===== src/rtl/pal_pkg.sv =====
// Package for the port latch and alternate pin select block
package pal_pkg;

  // Ports handled by the block, in slice order
  localparam int PAL_NPORT = 5;
  localparam int PAL_P2 = 0;
  localparam int PAL_P3 = 1;
  localparam int PAL_P4 = 2;
  localparam int PAL_P6 = 3;
  localparam int PAL_P12 = 4;

  // Register indexes; the byte address is four times the index
  localparam logic [15:0] PAL_IDX_LATCH = 16'hff00;
  localparam logic [15:0] PAL_IDX_RMW = 16'hff10;
  localparam logic [15:0] PAL_IDX_DIR = 16'hff20;
  localparam logic [15:0] PAL_IDX_ADPC = 16'hff2e;
  localparam logic [15:0] PAL_IDX_ALT_S = 16'hff39;
  localparam logic [15:0] PAL_IDX_ALT_L = 16'hff3f;
  localparam logic [15:0] PAL_IDX_RSTMSK = 16'hff40;
  localparam logic [15:0] PAL_IDX_OSC = 16'hff41;

  // Values after reset
  localparam logic [7:0] PAL_LATCH_RST = 8'h00;
  localparam logic [7:0] PAL_DIR_RST = 8'hff;
  localparam logic [7:0] PAL_ADPC_RST = 8'h00;
  localparam logic [7:0] PAL_ALT_RST = 8'h00;
  localparam logic [7:0] PAL_RSTMSK_RST = 8'h00;
  localparam logic [7:0] PAL_OSC_RST = 8'h00;

  // Field positions and writable masks
  localparam int PAL_IRQ0_LSB = 6;
  localparam int PAL_CAP_LSB = 4;
  localparam int PAL_TH1_BIT = 0;
  localparam int PAL_CSI_BIT = 2;
  localparam int PAL_RESET_MASK_BIT_BIT = 5;
  localparam int PAL_OSC_LSB = 6;
  localparam logic [7:0] PAL_ALT_S_MASK = 8'hf1;
  localparam logic [7:0] PAL_ALT_L_MASK = 8'h04;

  // Pin positions of the alternate functions
  localparam int PAL_TH1_PIN = 4;
  localparam int PAL_P12_B0 = 0;
  localparam int PAL_P12_B1 = 1;
  localparam int PAL_P12_B2 = 2;
  localparam int PAL_P12_B5 = 5;

  typedef enum logic [1:0] {
    PAL_RT_NONE = 2'b00,
    PAL_RT_B1 = 2'b01,
    PAL_RT_B5 = 2'b10,
    PAL_RT_BAD = 2'b11
  } pal_route_t;

  typedef enum logic [1:0] {
    PAL_OSC_PORT = 2'b00,
    PAL_OSC_XTAL = 2'b01,
    PAL_OSC_EXTCLK = 2'b10,
    PAL_OSC_RSVD = 2'b11
  } pal_osc_t;

  typedef struct packed {
    logic psel;
    logic penable;
    logic pwrite;
    logic [17:0] paddr;
    logic [31:0] pwdata;
  } pal_apb_t;

  typedef struct packed {
    logic clk_out;
    logic clk_drive;
    logic data_out;
  } pal_csi_t;

  typedef struct packed {
    logic [7:0] latch;
    logic [7:0] dir;
    logic [7:0] sync1;
    logic [7:0] sync2;
  } pal_port_t;

  typedef struct packed {
    logic [7:0] adpc;
    logic [7:0] osc;
    logic [7:0] rstmsk;
    logic [7:0] alt_s;
    logic [7:0] alt_l;
    logic [31:0] prdata;
    logic slverr;
  } pal_regs_t;

endpackage


===== src/rtl/pal_port.sv =====
// One 8-bit port: output latch, direction, pin synchroniser
`timescale 1ns/10ps
module pal_port (
  // Clock and reset
  input wire logic pclk,
  input wire logic presetn,
  // Register side
  input wire logic wr_latch,
  input wire logic wr_dir,
  input wire logic wr_rmw,
  input wire logic [7:0] wdata,
  input wire logic [7:0] rmw_mask,
  // Pin side
  input wire logic [7:0] pin_i,
  output logic [7:0] latch,
  output logic [7:0] dir,
  output logic [7:0] pin_lvl,
  output logic [7:0] rd_val
);
  import pal_pkg::*;

  pal_port_t s_q;
  pal_port_t s_d;
  logic [7:0] operand;

  always_comb begin
    s_d = s_q;
    s_d.sync1 = pin_i;
    s_d.sync2 = s_q.sync1;
    // operand per bit: pin in input mode, latch otherwise
    operand = (s_q.dir & s_q.sync2) | (~s_q.dir & s_q.latch);
    if (wr_latch) begin
      s_d.latch = wdata;
    end else if (wr_rmw) begin
      s_d.latch = (operand & ~rmw_mask) | (wdata & rmw_mask);
    end
    if (wr_dir) begin
      s_d.dir = wdata;
    end
  end

  // latch held until written, cleared by reset
  always_ff @(posedge pclk or negedge presetn) begin
    if (!presetn) begin
      s_q <= '{latch: PAL_LATCH_RST, dir: PAL_DIR_RST,
               sync1: 8'h00, sync2: 8'h00};
    end else begin
      s_q <= s_d;
    end
  end

  assign latch = s_q.latch;
  assign dir = s_q.dir;
  assign pin_lvl = s_q.sync2;
  // read latch in output mode, pin in input
  assign rd_val = (s_q.dir & s_q.sync2) | (~s_q.dir & s_q.latch);

endmodule


===== src/rtl/pal_top.sv =====
// Port latches, alternate pin routing and APB register file
//
// Behaviour
// - Small register bits 7:6 route irq0 input
// - Small register bits 5:4 route capture input
// - Small register bit 0 drives timer out
// - Large register: only bit 2, resets zero
// - Serial select moves serial pins between ports
// - Output mode write loads latch, drives pin
// - Latch holds value until next write
// - Reset clears every output latch
// - Input mode write loads latch, pin undriven
// - Output mode read returns latch
// - Input mode read returns pin level
// - Output mode modify uses latch operand
// - Input mode modify uses pin operand
// - Oscillator register resets zero, pins stay ports
// - Select bit zero analog, one digital
// - Assignment register byte or bit written, reset zero
`timescale 1ns/10ps
module pal_top (
  // Clock and reset
  input wire logic pclk,
  input wire logic presetn,
  // APB slave
  input wire pal_pkg::pal_apb_t apb,
  output logic [31:0] prdata,
  output logic pready,
  output logic pslverr,
  // Port pins
  input wire logic [pal_pkg::PAL_NPORT-1:0][7:0] pin_i,
  output logic [pal_pkg::PAL_NPORT-1:0][7:0] pin_o,
  output logic [pal_pkg::PAL_NPORT-1:0][7:0] pin_oe_n,
  // Peripheral side
  input wire logic timer_h1_output,
  input wire pal_pkg::pal_csi_t csi,
  output logic ext_irq0_input,
  output logic timer16_capture_input,
  output logic serial_chan_clock,
  output logic serial_chan_in,
  output logic ext_reset_req,
  output logic [7:0] analog_en,
  output logic [1:0] osc_mode
);
  import pal_pkg::*;

  pal_regs_t r_q;
  pal_regs_t r_d;

  logic [PAL_NPORT-1:0][7:0] latch;
  logic [PAL_NPORT-1:0][7:0] dir;
  logic [PAL_NPORT-1:0][7:0] pin_lvl;
  logic [PAL_NPORT-1:0][7:0] rd_val;
  logic [PAL_NPORT-1:0] wr_latch;
  logic [PAL_NPORT-1:0] wr_dir;
  logic [PAL_NPORT-1:0] wr_rmw;

  logic [15:0] idx;
  logic setup;
  logic wr_acc;
  logic hit;
  logic [7:0] rdat;
  logic [7:0] wbyte;
  logic [7:0] wmask;
  logic [7:0] alt_s_new;
  logic [7:0] alt_s_merge;
  logic [7:0] alt_l_merge;
  logic [7:0] osc_claim;
  logic csi_sel;
  logic th1_on;

  // Keep a field when software writes the forbidden code
  function automatic logic [1:0] pal_route_keep(input logic [1:0] nv,
                                                input logic [1:0] ov);
    pal_route_keep = (nv == PAL_RT_BAD) ? ov : nv;
  endfunction

  // Pick one pin of port 12 by route code
  function automatic logic pal_route_pick(input logic [1:0] rt,
                                          input logic [7:0] lvl);
    logic v;
    v = 1'b0;
    unique case (rt)
      PAL_RT_NONE: v = 1'b0;
      PAL_RT_B1: v = lvl[PAL_P12_B1];
      PAL_RT_B5: v = lvl[PAL_P12_B5];
      PAL_RT_BAD: v = 1'b0;
    endcase
    pal_route_pick = v;
  endfunction

  // Whole byte when the mask is zero, else only the masked bits
  function automatic logic [7:0] pal_bit_merge(input logic [7:0] ov,
                                               input logic [7:0] nv,
                                               input logic [7:0] m);
    logic [7:0] v;
    v = nv;
    if (m != 8'h00) begin
      v = (ov & ~m) | (nv & m);
    end
    pal_bit_merge = v;
  endfunction

  // Bus decode
  assign idx = apb.paddr[17:2];
  assign setup = apb.psel && !apb.penable;
  assign wr_acc = apb.psel && apb.penable && apb.pwrite;
  assign wbyte = apb.pwdata[7:0];
  assign wmask = apb.pwdata[15:8];

  // Port slices
  for (genvar k = 0; k < PAL_NPORT; k++) begin : g_port
    assign wr_latch[k] = wr_acc && (idx == PAL_IDX_LATCH + 16'(k));
    assign wr_dir[k] = wr_acc && (idx == PAL_IDX_DIR + 16'(k));
    assign wr_rmw[k] = wr_acc && (idx == PAL_IDX_RMW + 16'(k));
    pal_port u_port (
      .pclk(pclk),
      .presetn(presetn),
      .wr_latch(wr_latch[k]),
      .wr_dir(wr_dir[k]),
      .wr_rmw(wr_rmw[k]),
      .wdata(wbyte),
      .rmw_mask(wmask),
      .pin_i(pin_i[k]),
      .latch(latch[k]),
      .dir(dir[k]),
      .pin_lvl(pin_lvl[k]),
      .rd_val(rd_val[k])
    );
  end

  // Oscillator pins taken from port 12
  always_comb begin
    osc_claim = 8'h00;
    unique case (pal_osc_t'(r_q.osc[PAL_OSC_LSB +: 2]))
      PAL_OSC_PORT: osc_claim = 8'h00;
      PAL_OSC_XTAL: begin
        osc_claim[PAL_P12_B1] = 1'b1;
        osc_claim[PAL_P12_B2] = 1'b1;
      end
      PAL_OSC_EXTCLK: osc_claim[PAL_P12_B2] = 1'b1;
      PAL_OSC_RSVD: osc_claim = 8'h00;
    endcase
  end

  // Read mux
  always_comb begin
    rdat = 8'h00;
    hit = 1'b1;
    if (idx >= PAL_IDX_LATCH && idx < PAL_IDX_LATCH + 16'(PAL_NPORT)) begin
      rdat = rd_val[3'(idx - PAL_IDX_LATCH)];
      if (idx == PAL_IDX_LATCH + 16'(PAL_P2)) begin
        rdat = rdat & r_q.adpc;
      end
      if (idx == PAL_IDX_LATCH + 16'(PAL_P12)) begin
        rdat = rdat & ~osc_claim;
      end
    end else if (idx >= PAL_IDX_RMW &&
                 idx < PAL_IDX_RMW + 16'(PAL_NPORT)) begin
      rdat = latch[3'(idx - PAL_IDX_RMW)];
    end else if (idx >= PAL_IDX_DIR &&
                 idx < PAL_IDX_DIR + 16'(PAL_NPORT)) begin
      rdat = dir[3'(idx - PAL_IDX_DIR)];
    end else if (idx == PAL_IDX_ADPC) begin
      rdat = r_q.adpc;
    end else if (idx == PAL_IDX_ALT_S) begin
      rdat = r_q.alt_s;
    end else if (idx == PAL_IDX_ALT_L) begin
      rdat = r_q.alt_l;
    end else if (idx == PAL_IDX_RSTMSK) begin
      rdat = r_q.rstmsk;
    end else if (idx == PAL_IDX_OSC) begin
      rdat = r_q.osc;
    end else begin
      hit = 1'b0;
    end
  end

  // a nonzero mask byte writes single bits
  assign alt_s_merge = pal_bit_merge(r_q.alt_s, wbyte, wmask);
  // serial select bit writable alone as well
  assign alt_l_merge = pal_bit_merge(r_q.alt_l, wbyte, wmask);

  // Small assignment register with forbidden codes refused
  always_comb begin
    alt_s_new = alt_s_merge & PAL_ALT_S_MASK;
    // forbidden irq0 code keeps old route
    alt_s_new[PAL_IRQ0_LSB +: 2] =
      pal_route_keep(alt_s_merge[PAL_IRQ0_LSB +: 2],
                     r_q.alt_s[PAL_IRQ0_LSB +: 2]);
    // forbidden capture code keeps old route
    alt_s_new[PAL_CAP_LSB +: 2] =
      pal_route_keep(alt_s_merge[PAL_CAP_LSB +: 2],
                     r_q.alt_s[PAL_CAP_LSB +: 2]);
  end

  // Register file next state
  always_comb begin
    r_d = r_q;
    // Read data is captured in the setup cycle
    if (setup) begin
      r_d.prdata = {24'h000000, rdat};
      r_d.slverr = !hit;
    end
    if (wr_acc) begin
      if (idx == PAL_IDX_ADPC) begin
        r_d.adpc = wbyte;
      end
      // whole byte or masked bits written, fixed bits dropped
      if (idx == PAL_IDX_ALT_S) begin
        r_d.alt_s = alt_s_new;
      end
      // only the serial select bit stores
      if (idx == PAL_IDX_ALT_L) begin
        r_d.alt_l = alt_l_merge & PAL_ALT_L_MASK;
      end
      if (idx == PAL_IDX_RSTMSK) begin
        r_d.rstmsk = wbyte;
      end
      if (idx == PAL_IDX_OSC) begin
        r_d.osc = wbyte;
      end
    end
  end

  always_ff @(posedge pclk or negedge presetn) begin
    if (!presetn) begin
      r_q <= '{adpc: PAL_ADPC_RST, osc: PAL_OSC_RST,
               rstmsk: PAL_RSTMSK_RST, alt_s: PAL_ALT_RST,
               alt_l: PAL_ALT_RST, prdata: 32'h00000000,
               slverr: 1'b0};
    end else begin
      r_q <= r_d;
    end
  end

  // Zero wait answer in the access cycle
  assign pready = apb.psel && apb.penable;
  assign prdata = r_q.prdata;
  assign pslverr = pready && r_q.slverr;

  assign csi_sel = r_q.alt_l[PAL_CSI_BIT];
  assign th1_on = r_q.alt_s[PAL_TH1_BIT];

  // Pin drive with alternate overrides
  always_comb begin
    for (int k = 0; k < PAL_NPORT; k++) begin
      // buffer on only in output mode
      pin_o[k] = latch[k];
      pin_oe_n[k] = dir[k];
    end
    // timer output onto port 3 bit 4
    if (th1_on) begin
      pin_o[PAL_P3][PAL_TH1_PIN] = timer_h1_output;
    end
    // serial clock and data out pins
    if (csi_sel) begin
      if (csi.clk_drive) begin
        pin_o[PAL_P4][0] = csi.clk_out;
      end
      pin_o[PAL_P12][PAL_P12_B0] = csi.data_out;
    end else begin
      if (csi.clk_drive) begin
        pin_o[PAL_P6][0] = csi.clk_out;
      end
      pin_o[PAL_P6][2] = csi.data_out;
    end
    pin_oe_n[PAL_P2] = dir[PAL_P2] | ~r_q.adpc;
    // oscillator pins released from the port
    pin_oe_n[PAL_P12] = dir[PAL_P12] | osc_claim;
  end

  assign ext_irq0_input =
    pal_route_pick(r_q.alt_s[PAL_IRQ0_LSB +: 2], pin_lvl[PAL_P12]);
  assign timer16_capture_input =
    pal_route_pick(r_q.alt_s[PAL_CAP_LSB +: 2], pin_lvl[PAL_P12]);

  // serial inputs from the selected pins
  assign serial_chan_clock = csi_sel ? pin_lvl[PAL_P4][0] :
                             pin_lvl[PAL_P6][0];
  assign serial_chan_in = csi_sel ? pin_lvl[PAL_P4][1] :
                          pin_lvl[PAL_P6][1];

  // reset pin acts only when unmasked
  assign ext_reset_req = !r_q.rstmsk[PAL_RESET_MASK_BIT_BIT] &&
                         !pin_lvl[PAL_P12][PAL_P12_B5];

  assign analog_en = ~r_q.adpc;
  assign osc_mode = r_q.osc[PAL_OSC_LSB +: 2];

endmodule


===== config.mk =====
export PLATFORM = sky130hd
export DESIGN_NAME = pal_top
export DESIGN_NICKNAME = d
export VERILOG_FILES = /design/src/rtl/pal_pkg.sv /design/src/rtl/pal_port.sv /design/src/rtl/pal_top.sv
export SDC_FILE = /design/constraint.sdc
export NUM_CORES = 1
export LEC_CHECK = 0
export BUFFER_PORTS_ARGS = -buffer_cell sky130_fd_sc_hd__buf_2
export CORE_MARGIN = 1
export CORE_UTILIZATION = 46
export CTS_CLUSTER_SIZE = 40
export DETAILED_ROUTE_END_ITERATION = 10
export GPL_TIMING_DRIVEN = 0
export PLACE_DENSITY = 0.77
export SETUP_SLACK_MARGIN = 0.02
export SKIP_LAST_GASP = 1
export SLEW_MARGIN = 20
export SYNTH_ARGS = -nofsm -noshare
export SYNTH_HDL_FRONTEND = slang
export SYNTH_SLANG_ARGS = --single-unit

===== constraint.sdc =====
create_clock -name pclk -period 4 [get_ports pclk]
set_input_delay 0.4 -clock pclk [delete_from_list [all_inputs] [get_ports pclk]]
set_output_delay 0.4 -clock pclk [all_outputs]
set_load 0.01 [all_outputs]

## After elaboration in Yosys (flattened, before gate mapping)

Index checks and enable logic that the tools add are counted.

- Flip-flop bits (word level): 199
- Bits of input ports: 99
- Output and inout bits: 129
- Logic and storage cells: 213

- Add/sub/neg operators: 3
- Magnitude comparators: 9
- Equal/unequal tests: 31
- Muxes and demuxes: 50
- Bitwise logic cells: 44
- Reductions and logical operators: 47

Operator list:

| kind | count |
|---|---|
| 16-bit == test, second input constant | 20 |
| 8-bit two-way mux | 25 |
| 8-bit AND | 19 |
| 8-bit bitwise OR | 12 |
| 8-bit binary-select mux with 3-bit select | 3 |
| 8-bit NOT | 7 |
| 16-bit >= comparator, second input constant | 3 |
| 16-bit less-than comparator, second input constant | 3 |
| 1-bit logical AND | 23 |
| 1-bit two-way mux | 18 |
| 2-bit == test, second input constant | 8 |
| 3-bit by 4-bit less-than comparator with 1-bit output, second input constant | 3 |
| 2-bit AND reduction | 5 |
| 2-bit nonzero test | 5 |
| 3-bit by 1-bit subtractor with 3-bit output, second input constant | 3 |
| 3-bit NOT with 8-bit output | 1 |
| 8-bit by 3-bit bitwise OR with 8-bit output | 1 |
| 8-bit nonzero test | 1 |
| 2-bit OR reduction | 4 |
| 2-bit by 1-bit == test with 1-bit output, second input constant | 3 |
| 2-bit zero test | 3 |
| 1-bit case mux with 3 select lines | 2 |
| 3-bit AND reduction | 2 |
| 1-bit zero test | 4 |
| other kinds (5) | 6 |

## Depth between registers and ports, before layout

Gate-level depths: netlist of run 1.

- Depth after elaboration: 11
- Mapped depth: 9
- Depth with buffers taken out: 6

## By module

From an unflattened synthesis of run 1, not the netlist that was laid out.

- Cell total of the unflattened synthesis: 919
- Area, all modules: 10,417.5 um^2

Modules (own cells, without submodules):

| module | instances | cells each | area an instance (um^2) | sequential area each (um^2) |
|---|---|---|---|---|
| pal_port | 5 | 93 | 1,318.8 | 810.8 |
| pal_top | 1 | 454 | 3,823.7 | 975.9 |

## Least setup slack after synthesis of run 1

OpenSTA, ideal clock, no wires.

- Path type: input port to flip-flop
- From: in apb[34] in the netlist's numbering
- To: reg r_q (netlist bit prdata[2])
- Setup time: 0.104 ns
- Data arrival time: 2.194 ns
- Required time: 3.896 ns
- Setup slack: 1.703 ns
- Stages on the path: 8
- Cells stage by stage: buf_4 -> or4_4 -> buf_6 -> nor4_4 -> a22oi_2 -> o2bb2ai_1 -> and3_1 -> o41ai_2

- Longest elaborated chain between the ends: 9
- Elaborated cells between the ends (all ways): 38
- Those cells by class: add/sub: 3; order compare: 6; eq/ne: 7; mux: 17; bitwise: 2; reduce/logical: 3

Ends and longest elaborated chain:

| element | RTL line | source |
|---|---|---|
| from (decl) | pal_top.sv:26 | `input wire pal_pkg::pal_apb_t apb,` |
| 3-bit by 1-bit subtractor with 3-bit output or 16-bit == test (tied branches) | - |  |
| 8-bit binary-select mux with 3-bit select or 8-bit two-way mux (tied branches) | pal_top.sv:151, pal_top.sv:172 |  |
| 8-bit two-way mux (on tied branches) | pal_top.sv:151, pal_top.sv:170 |  |
| 8-bit AND or 8-bit two-way mux (tied branches) | pal_top.sv:153, pal_top.sv:168 |  |
| 8-bit two-way mux (on tied branches) | pal_top.sv:152, pal_top.sv:166 |  |
| 8-bit two-way mux (on tied branches) | pal_top.sv:150, pal_top.sv:164 |  |
| 8-bit AND or 8-bit two-way mux (tied branches) | pal_top.sv:156, pal_top.sv:161 |  |
| 8-bit two-way mux (on tied branches) | pal_top.sv:155, pal_top.sv:158 |  |
| 8-bit two-way mux (*) | pal_top.sv:150 | `if (idx >= PAL_IDX_LATCH && idx < PAL_IDX_LATCH + 16'(PAL_NPORT)) begin` |
| to (signal assigned) | pal_top.sv:228 | `r_q <= '{adpc: PAL_ADPC_RST, osc: PAL_OSC_RST,` |
| to (signal assigned) | pal_top.sv:233 | `r_q <= r_d;` |
| to (decl) | pal_top.sv:47 | `pal_regs_t r_q;` |

Every way passes the cells marked *; elsewhere a longest branch is shown, timed or not. The select of a mux whose other input is x is not followed.
A chain may end at the register's enable or synchronous reset.

## Worst setup path in the final report of run 1

- From: in apb[36] in the netlist's numbering
- To: reg r_q (netlist bit prdata[2])

The elaborated chain is that of the path after synthesis.

==> metrics.txt, run 1 <==
NetSw 0.00102 W; Post-route DRC 0; metal1 wirelength 13200 microns; GRT Total Usage 29.7%; Synth top area share 39.8%; Rel. slew slack 25.3%; Mapped Cells 920; Synth warnings 0; Flop pwr share 49.4%; CP arrival 3.46 ns; top routing layer used met4; final WL 32300 microns; TritonCTS clock tree built; Worst Hold Class in2reg; CP Launch Point apb[36]; worst-path maximum fanout 10; H-Tree Depth 4; CTS Buf Count 17; Final Wtd Congestion 0.981; vias post-DR 8382; worst r2r dst prdata[2]; number of DRC markers in iteration 0 907; Core Util, Final 57.0%; Reg2Reg Setup Slack 2.09 ns; most common cell in the netlist dfrtp_1; Max Cap Viol 0; TritonRoute pass-1 iters 7; number of global-route vias before repair 8208; share of cells above drive strength 1 40.9%; first-pass GRT wire length 48300 microns; Synth async-reset ratio 100%; fin crit share 79.3%; Final ANT Viol Nets 0; status complete, no violations; routed wl met2 14900 microns; Post-synth EDFFs 0; Clock transition at path regs 0.08 ns; Die Y 150 microns; Fmax 0.315 GHz; Floorplan Core Area 0.0212 sq mm; Yosys reg bits 199; Reg2Reg Depth 6; critical path startpoint category input pin; cell taking the most area after synthesis dfrtp_1; RSZ-0062 raised after global routing no; CTS Sinks 199; GRT overflow 0; dominant cells by area after synthesis dfrtp_1, mux2_2, dfstp_2, buf_4, o21ai_0; n_diodes 0; post-synthesis cell area 0.0100 sq mm; largest net degree at the start of global routing 87; cts repair resizes 0; Gate power share 7.5%; PwrDens 348 mW/mm^2; minimum clock period 3.17 ns; Switching Share 24.3%; clock skew 0.00801 ns; worst-margin pin slew 1.11 ns; non-filler cells, final 1433; DP HPWL 22600 microns; Nets 1245; Leak 5.76 nW; CP endpoint kind register; CP Capture Point prdata[2]; Placed Cells 1400; root buf cell clkbuf_16; Final Hold Viols 0; CTS Buffer Depth 2; I/O Pins 228; Initial Util 47.3%; Clk pwr share 43.2%; I/O Buffers 180; top post-synthesis cells by count dfrtp_1, mux2_2, o21ai_0, buf_4, nand2_1; die area 0.0224 sq mm; WS Path Type in2reg; die extent in x 150 microns; Clock Latency Late Sink 0.44 ns; register area share after synthesis 50.3%; row count 53; vias per std cell 5.85; area grow syn2layout 20.5%; hold_buf cts 1; metal3 WL 2820 microns; count of different cell masters after synthesis 61; wire per inst 22.5 microns; # Post-CTS Setup Buffers 0; initial antenna violation count 0; Avg Inst Size Synth 10.9 sq um; WP data required 4.29 ns; top_reg_cell synth dfrtp_1; Max VDD drop 0.285 mV; endpoints failing setup 0; internal power 0.00318 W; max-slew violation count 0
==> final cells by class <==
cell class | instances | area, sq um
fillers | 1820 | 9090
flip-flops and latches | 199 | 5030
multi-input cells | 603 | 4200
repair buffers | 183 | 976
plain buffers | 130 | 865
clock buffers | 20 | 447
well taps | 275 | 344
clock inverters | 12 | 161
inverters | 11 | 41.3
==> power groups by stage <==
stage	Sequential [W]	Combinational, W	Clock, W
3_3_place_gp	0.00211	0.000290	0
4_1_cts	0.00207	0.000308	0.00182
5_1_grt	0.00208	0.000339	0.00189
6_report	0.00207	0.000313	0.00181
2_1_floorplan	0.00210	0.000152	0
3_5_place_dp	0.00211	0.000305	0
==> kinds of logic after synthesis <==
family	Yosys count	synth area share, %
AND/OR/NAND/NOR	232	12.3
AO/OA/AOI/OAI	208	12.4
flip-flops	199	50.3
buffers and inverters	141	9.05
multiplexers	137	15.8
adder cells (fa/ha/maj)	1	0.125
other	1	0.0375
XOR/XNOR	1	0.0875
==> state kept, by name (all words and copies together) (netlist names), named ones only <==
name,cells
g_port.u_port.latch,40
g_port.u_port.pin_lvl,40
osc_mode,2
prdata,8
r_q,27
g_port.u_port.dir,40
g_port.u_port.s_d,40
==> routing by layer <==
layer	up-vias	track usage (%)
met5	-	0
met4	0	14.9
met3	92	5.73
li1	3657	-
met1	4146	39.8
met2	487	45.9
==> per-stage QoR <==
stage	hold WS [ns]	total power [W]	area, sq um	TNS [ns]	setup slack [ns]
after floorplan	0.104	0.00225	10100	0	1.70
after global placement	0.332	0.00240	11300	-103.21	-0.668
after detailed placement	0.312	0.00241	11400	0	0.594
after CTS	0.0508	0.00420	12100	0	1.02
after global routing	0.0485	0.00431	12100	0	0.802
final	0.0530	0.00420	12100	0	0.828
==> how the worst min path moves through the flow <==
stage / startpoint / to / slack, ns / depth (start not counted)
after CTS: pin_i[3] / g_port[0].u_port.s_d[3] / 0.05 / 1
final: pin_i[3] / g_port[0].u_port.s_d[3] / 0.05 / 1
after floorplan: presetn / asynchronous set/reset pin / 0.10 / 0
after global routing: pin_i[3] / g_port[0].u_port.s_d[3] / 0.05 / 1
after global placement: g_port[1].u_port.s_d[1] / g_port[1].u_port.pin_lvl[1] / 0.33 / 0
after detailed placement: presetn / g_port[2].u_port.s_d[3] / 0.31 / 1
==> critical path, cell delays in order <==
cell      delay [ns]
buf_2           0.11
clkbuf_1        0.32
clkinv_1        0.49
nor2_1          0.93
clkbuf_1        0.62
nand4b_1        0.19
a32oi_1         0.27
o41ai_2         0.12
==> cell usage in the layout, fill, tap and decap left out, drive strengths merged, types with 24 or more instances in the layout <==
master | Yosys | layout
nand2b | 34 | 34
a21oi | 41 | 41
o21ai | 95 | 95
clkbuf | 26 | 46
mux2i | 33 | 33
nand2 | 72 | 72
mux2 | 97 | 97
conb | 1 | 24
nor2 | 44 | 44
dfrtp | 159 | 159
buf | 104 | 286
dfstp | 40 | 40
No activity file was read; power rests on OpenSTA's default activity.
==> run 2, diff against run 1 <==
--- a/config.mk
+++ b/config.mk
@@ -5,13 +5,14 @@
 export SDC_FILE = /design/constraint.sdc
 export NUM_CORES = 1
 export LEC_CHECK = 0
+export ABC_AREA = 1
 export BUFFER_PORTS_ARGS = -buffer_cell sky130_fd_sc_hd__buf_2
 export CORE_MARGIN = 1
 export CORE_UTILIZATION = 46
 export CTS_CLUSTER_SIZE = 40
 export DETAILED_ROUTE_END_ITERATION = 10
 export GPL_TIMING_DRIVEN = 0
-export PLACE_DENSITY = 0.77
+export PLACE_DENSITY = 0.79
 export SETUP_SLACK_MARGIN = 0.02
 export SKIP_LAST_GASP = 1
 export SLEW_MARGIN = 20
==> constraint.sdc (replaced) <==
create_clock -name pclk -period 2.9 [get_ports pclk]
set_input_delay 0.29 -clock pclk [delete_from_list [all_inputs] [get_ports pclk]]
set_output_delay 0.29 -clock pclk [all_outputs]
set_load 0.01 [all_outputs]
==> run 2 against run 1 <==
  * Power rose by 37%
  * Utilization is 1.0 points higher
  * Sequential share of layout area shrank 2.0 points
  * Synthesized cell count up 34%
  * Clock skew is 0.0053 ns higher
  * Clock power grew 35%
  * Register-to-register slack got worse by 1.3 ns
  * First-iteration DRC count grew 42%
  * Routed wire length increased by 18%
==> metrics.txt, run 2 <==
TritonRoute pass-1 iters 5 (-2); H-Tree Depth 4 (unchanged); WS Path Type reg2reg; n_diodes 0 (unchanged); Fmax 0.472 GHz; area grow syn2layout 24.0%; worst-path maximum fanout 3 (-7); register area share after synthesis 49.2% (-1.0 points); I/O Buffers 185 (+2.8%); Worst Hold Class in2reg; Nets 1604 (+29%); Floorplan Core Area 0.0218 sq mm (+3.2%); WP data required 3.24 ns (-1.05 ns); CTS Sinks 199 (unchanged); endpoints failing setup 0 (unchanged); Yosys reg bits 199 (unchanged); CP arrival 2.46 ns (-1.00 ns); CP endpoint kind register; Die Y 151 microns (+1.0%); dpl cell area 0.0116 sq mm (+1.9%); GRT Total Usage 34.3% (+4.6 points); die extent in x 151 microns (+1.0%); GRT overflow 0 (unchanged); status complete, no violations; Clock transition at path regs 0.08 ns (about the same); post-synthesis cell area 0.0102 sq mm (+2.1%); number of DRC markers in iteration 0 1290 (+42%); TNS Setup 0 ns (unchanged); Final Hold Viols 0 (unchanged); vias per std cell 5.53 (-5.5%); most frequent cells in the layout nand2_1, buf_2, dfrtp_1, o21ai_0, inv_1; CTS Buf Count 17 (unchanged); Post-synth EDFFs 0 (unchanged); critical path startpoint category register; I/O Pins 228 (unchanged); first-pass GRT wire length 55900 microns (+16%); CP Cell Sequence inv_1 -> or2_2 -> o21ai_0 -> o21ai_0 -> o21ai_0 -> o21ai_0 -> nand2_1 -> nand2_1 -> nor2_1 -> nor2_1; CTS Buffer Depth 2 (unchanged); Initial Util 46.8% (-0.48 points); Leak 6.14 nW (+6.5%); Clock Latency Late Sink 0.45 ns (about the same); Final ANT Viol Nets 0 (unchanged); Final Wtd Congestion 0.974 (-0.71%); fin crit share 73.1%; most common cell in the netlist nand2_1; Synth warnings 0 (unchanged); number of global-route vias before repair 9070 (+11%); Avg Inst Size Synth 8.28 sq um (-24%); slowest CP cell dfstp_2; dominant cells by area after synthesis dfrtp_1, nand2_1, dfstp_2, buf_4, o21ai_0; WP buf/inv 1 (-3); vias post-DR 9937 (+19%); final instance area 0.0127 sq mm (+5.1%); commonest non-fill, non-tap cell in the layout nand2_1; share of cells above drive strength 1 28.5% (-12 points); fillcell total 1957 (+7.5%); RSZ-0062 raised after global routing no; Max Cap Viol 0 (unchanged); PwrDens 455 mW/mm^2 (+31%); worst-margin pin slew 0.794 ns (-0.318 ns); Synth top area share 38.9% (-0.83 points); register area 0.00503 sq mm (unchanged); crit-path leading delay family compound AO/OA/AOI/OAI gates; count of different cell masters after synthesis 43 (-30%); TritonCTS clock tree built; final WL 38000 microns (+18%); largest net degree at the start of global routing 105 (+21%); root buf cell clkbuf_16; DP HPWL 28500 microns (+26%); CP max stage delay 0.55 ns (-0.38 ns); minimum clock period 2.12 ns; cell taking the most area after synthesis dfrtp_1; Core Util, Final 58.1% (+1.0 points); top post-synthesis cells by count nand2_1, dfrtp_1, o21ai_0, inv_1, buf_4; row count 54 (+1.9%); hold slack 0.236 ns (+0.183 ns); wire per inst 21.1 microns (-6.2%); Max VDD drop 0.398 mV (+40%); Synth async-reset ratio 100% (unchanged); Post-route DRC 0 (unchanged); top_reg_cell synth dfrtp_1; initial antenna violation count 0 (unchanged); clock skew 0.0133 ns (+0.00531 ns); multi-input logic area 0.00404 sq mm (-3.7%); max-slew violation count 0 (unchanged); Rel. slew slack 46.7% (+21 points); die area 0.0228 sq mm (+2.1%); most frequent CP cell o21ai_0; Mapped Cells 1234 (+34%)
==> run 2: changes by cell type after synthesis, moves of 22 or more <==
cell	before	now
nand2_1	72	371
mux2_2	97	0
inv_1	10	94
nand2b_1	34	0
o31ai_1	1	33
o21ai_0	95	126
mux2i_1	33	3
clkbuf_1	25	2
nor3_1	11	33
==> run 2: cell families after synthesis <==
kind of cell	share of synthesized area, %
AO/OA/AOI/OAI	14.6
adder cells (fa/ha/maj)	0.122
flip-flops	49.2
AND/OR/NAND/NOR	23.6
other	0.0367
multiplexers	0.294
buffers and inverters	12.1
==> run 2: cell type report <==
cell class	count	share of cell area (%)
Clock inverter	14	1.43
Buffer	119	6.69
Sequential cell	199	39.7
Timing Repair Buffer	228	11.1
Tap cell	280	2.77
Inverter	103	3.07
Clock buffer	18	3.39
Multi-Input combinational cell	836	31.9
==> run 2: worst paths after layout <==
check | slack, ns | endpoint | depth (start not counted) | startpoint
worst max-delay path | 0.78 | prdata[5] | 10 | g_port[0].u_port.dir[5]
max in group asynchronous | 1.59 | g_port[2].u_port.dir[4] | 4 | presetn
worst max register to register | 0.78 | prdata[5] | 10 | g_port[0].u_port.dir[5]
worst min-delay path | 0.24 | g_port[1].u_port.latch[1] | 3 | apb[1]
worst min register to register | 0.35 | g_port[0].u_port.pin_lvl[4] | 0 | g_port[0].u_port.s_d[4]
min in group asynchronous | 0.43 | g_port[4].u_port.pin_lvl[1] | 3 | presetn
==> run 2: worst reg2reg max path, delay by kind of cell (launching register included) <==
family	cells	cell delay, ns
simple gates	5	0.65
flops	1	0.55
compound gates	4	0.72
buf+inv	1	0.09
==> run 2: through the flow <==
step	setup slack [ns]	power, W	std cells
5_1_grt	0.685	0.00593	1797
2_1_floorplan	1.33	0.00309	1257
3_3_place_gp	-1.65	0.00331	1722
3_5_place_dp	0.468	0.00333	1724
6_report	0.781	0.00577	1797
4_1_cts	0.879	0.00577	1797
==> run 2: what timing repair did <==
item                       in CTS  in global routing
hold buffers                   41                  0
setup buffers                   0                  0
gates resized for setup         0                  0
setup endpoints to repair       0                  0
hold endpoints to repair      117                  0
==> run 2: metal layers <==
| layer | share of wire, % | vias up | track usage [%] |
|---|---|---|---|
| li1 | - | 4488 | - |
| met5 | 0 | - | 0 |
| met1 | 43 | 4748 | 49.6 |
| met2 | 45 | 618 | 51.0 |
| met4 | 2.9 | 0 | 12.0 |
| met3 | 9.7 | 83 | 6.96 |
==> run 2: report_power, final <==
group / switching, W / total (W) / leakage, nW / internal, W
sequential: 0.0000242 / 0.00286 / 2.43 / 0.00284
clock: 0.00126 / 0.00244 / 0.289 / 0.00118
combinational: 0.000302 / 0.000468 / 3.42 / 0.000165
total: 0.00159 / 0.00577 / 6.14 / 0.00418
==> run 3, diff against run 2 <==
--- a/config.mk
+++ b/config.mk
@@ -5,7 +5,7 @@
 export SDC_FILE = /design/constraint.sdc
 export NUM_CORES = 1
 export LEC_CHECK = 0
-export ABC_AREA = 1
+export ABC_AREA = 0
 export BUFFER_PORTS_ARGS = -buffer_cell sky130_fd_sc_hd__buf_2
 export CORE_MARGIN = 1
 export CORE_UTILIZATION = 46
==> constraint.sdc (replaced) <==
create_clock -name pclk -period 1.75 [get_ports pclk]
set_input_delay 0.175 -clock pclk [delete_from_list [all_inputs] [get_ports pclk]]
set_output_delay 0.175 -clock pclk [all_outputs]
set_load 0.01 [all_outputs]
==> run 3 against run 2 <==
  * The run now ends with negative setup slack left
  * Die area decreased by 2.0%
  * Routed wire length shrank 11%
  * Sequential cell count unchanged
  * Worst hold slack got worse by 0.17 ns
  * Critical path type is now in2reg
  * Largest power group unchanged
  * Highest routed layer is now met5
==> metrics.txt, run 3 (synthesis results as in run 1) <==
crit-path leading delay family simple AND/OR/NAND/NOR gates; Floorplan Core Area 0.0212 sq mm (-3.1%); die extent in x 150 microns (-1.0%); worst-margin pin slew 0.803 ns (+0.00897 ns); most frequent cells in the layout buf_2, dfrtp_1, buf_4, o21ai_0, mux2_2; Place WS -0.950 ns (-1.42 ns); Hold Startpoint apb[3]; TNS Setup -0.0435 ns (-0.0435 ns); CP Launch Point apb[37]; first-pass GRT wire length 49400 microns (-12%); status finished with violations; H-Tree Depth 4 (unchanged); fin crit share 102%; GRT overflow 0 (unchanged); RR Startpoint g_port[2].u_port.dir[2]; GRT Total Usage 30.7% (-3.6 points); CP max stage delay 0.54 ns (about the same); Rel. slew slack 46.5% (-0.19 points); WP data required 2.08 ns (-1.16 ns); Final Wtd Congestion 0.975 (+0.11%); RSZ-0062 raised after global routing yes; failing checks negative setup slack; clock skew 0.00588 ns (-0.00744 ns); worst-path maximum fanout 6 (+3); Fmax 0.558 GHz; share of cells above drive strength 1 46.0% (+17 points); final instance area 0.0131 sq mm (+3.4%); Max Cap Viol 0 (unchanged); slowest CP cell or4_4; Final ANT Viol Nets 0 (unchanged); largest net degree at the start of global routing 70 (-33%); max-slew violation count 0 (unchanged); minimum clock period 1.79 ns; routed wl met2 15100 microns (-11%); Max VDD drop 0.659 mV (+66%); Worst Hold Class in2reg; final WL 33800 microns (-11%); area grow syn2layout 30.9%; register area 0.00503 sq mm (about the same); die area 0.0224 sq mm (-2.0%); I/O Buffers 180 (-2.7%); metal1 wirelength 13500 microns (-17%); TritonRoute pass-1 iters 5 (unchanged); wire per inst 22.4 microns (+6.1%); initial antenna violation count 2 (+2); Clock transition at path regs 0.07 ns (about the same); Post-route DRC 0 (unchanged); PwrDens 731 mW/mm^2 (+61%); I/O Pins 228 (unchanged); top routing layer used met5; CTS Sinks 199 (unchanged); row count 53 (-1.9%); Initial Util 47.3% (+0.48 points); critical path startpoint category input pin; Clock Latency Late Sink 0.44 ns (about the same); CTS Buf Count 17 (unchanged); Leak 6.29 nW (+2.5%); Die Y 150 microns (-1.0%); fillcell total 1678 (-14%); TritonCTS clock tree built; metal3 WL 3800 microns (+3.5%); Nets 1318 (-18%); CP endpoint kind register; root buf cell clkbuf_16; vias post-DR 8684 (-13%); number of global-route vias before repair 8222 (-9.3%); number of DRC markers in iteration 0 857 (-34%); CP Cell Sequence clkbuf_4 -> or4_4 -> buf_12 -> nor4_4 -> a22oi_2 -> o2bb2ai_2 -> and3_4 -> o41ai_2; DP HPWL 23000 microns (-19%); CTS Buffer Depth 2 (unchanged); dpl cell area 0.0115 sq mm (-1.3%); worst setup margin -0.0435 ns (-0.824 ns); vias per std cell 5.75 (+4.1%); CP arrival 2.12 ns (-0.34 ns); WS Path Type in2reg; Core Util, Final 62.0% (+3.9 points); endpoints failing setup 1 (+1); commonest non-fill, non-tap cell in the layout buf_2; multi-input logic area 0.00444 sq mm (+9.8%); Final Hold Viols 0 (unchanged); WP buf/inv 2 (+1)
## run 3: cell count changes in the layout (fill, tap and decap cells not counted), sizes merged, moves of 22 or more
cell,change
mux2,+97
inv,-90
nand2b,+34
o21ai,-46
nand2,-313
o31ai,-33
mux2i,+30
nor2,-22
## run 3: timing repair
action,CTS,global route
hold buffers,41,0
resized for setup,29,50
setup buffers,22,15
setup endpoints to repair,119,106
endpoints found under the hold margin,97,0
pin swaps,11,13
## run 3: layout make-up
cell class / count / share of cell area, %
inverter: 11 / 0.325
tap: 275 / 2.63
antenna: 3 / 0.0573
multi-input combinational: 603 / 33.9
clock inverter: 12 / 1.00
timing repair buffer: 260 / 13.2
buffer: 126 / 6.95
sequential: 199 / 38.4
clock buffer: 20 / 3.56
## run 3: worst min-delay path, cell delays in order
cell     delay (ns)
buf_2          0.18
nand2_1        0.07
o21ai_0        0.07
## run 3: metal layers
metal  vias to the layer above  GRT usage, %
li1                       3795             -
met1                      4225          41.3
met2                       573          45.7
met3                        89          8.63
met4                         2          14.3
met5                         -             0
## run 3: path summary, 6_finish.rpt
check | cells past startpoint | endpoint | slack, ns
worst max-delay path | 8 | prdata[2] | -0.04
worst min-delay path | 3 | g_port[1].u_port.dir[3] | 0.06
worst max register to register | 5 | prdata[2] | 0
worst min register to register | 0 | g_port[4].u_port.pin_lvl[0] | 0.35
max in group asynchronous | 4 | g_port[1].u_port.dir[7] | 0.42
min in group asynchronous | 2 | g_port[0].u_port.s_d[2] | 0.26
## run 3: per-stage QoR
step	total power (W)	std cells	hold slack, ns
after global routing	0.00984	1506	0.100
after global placement	0.00550	1398	0.283
after detailed placement	0.00553	1400	0.169
after CTS	0.00956	1491	0.0516
final	0.00958	1509	0.0648
after floorplan	0.00516	943	-0.121
## run 3: report_power, final
group / switching [W] / internal [W] / total, W
clock network: 0.00188 / 0.00213 / 0.00401
logic: 0.000504 / 0.000334 / 0.000838
registers: 0.0000407 / 0.00470 / 0.00474
total: 0.00242 / 0.00716 / 0.00958
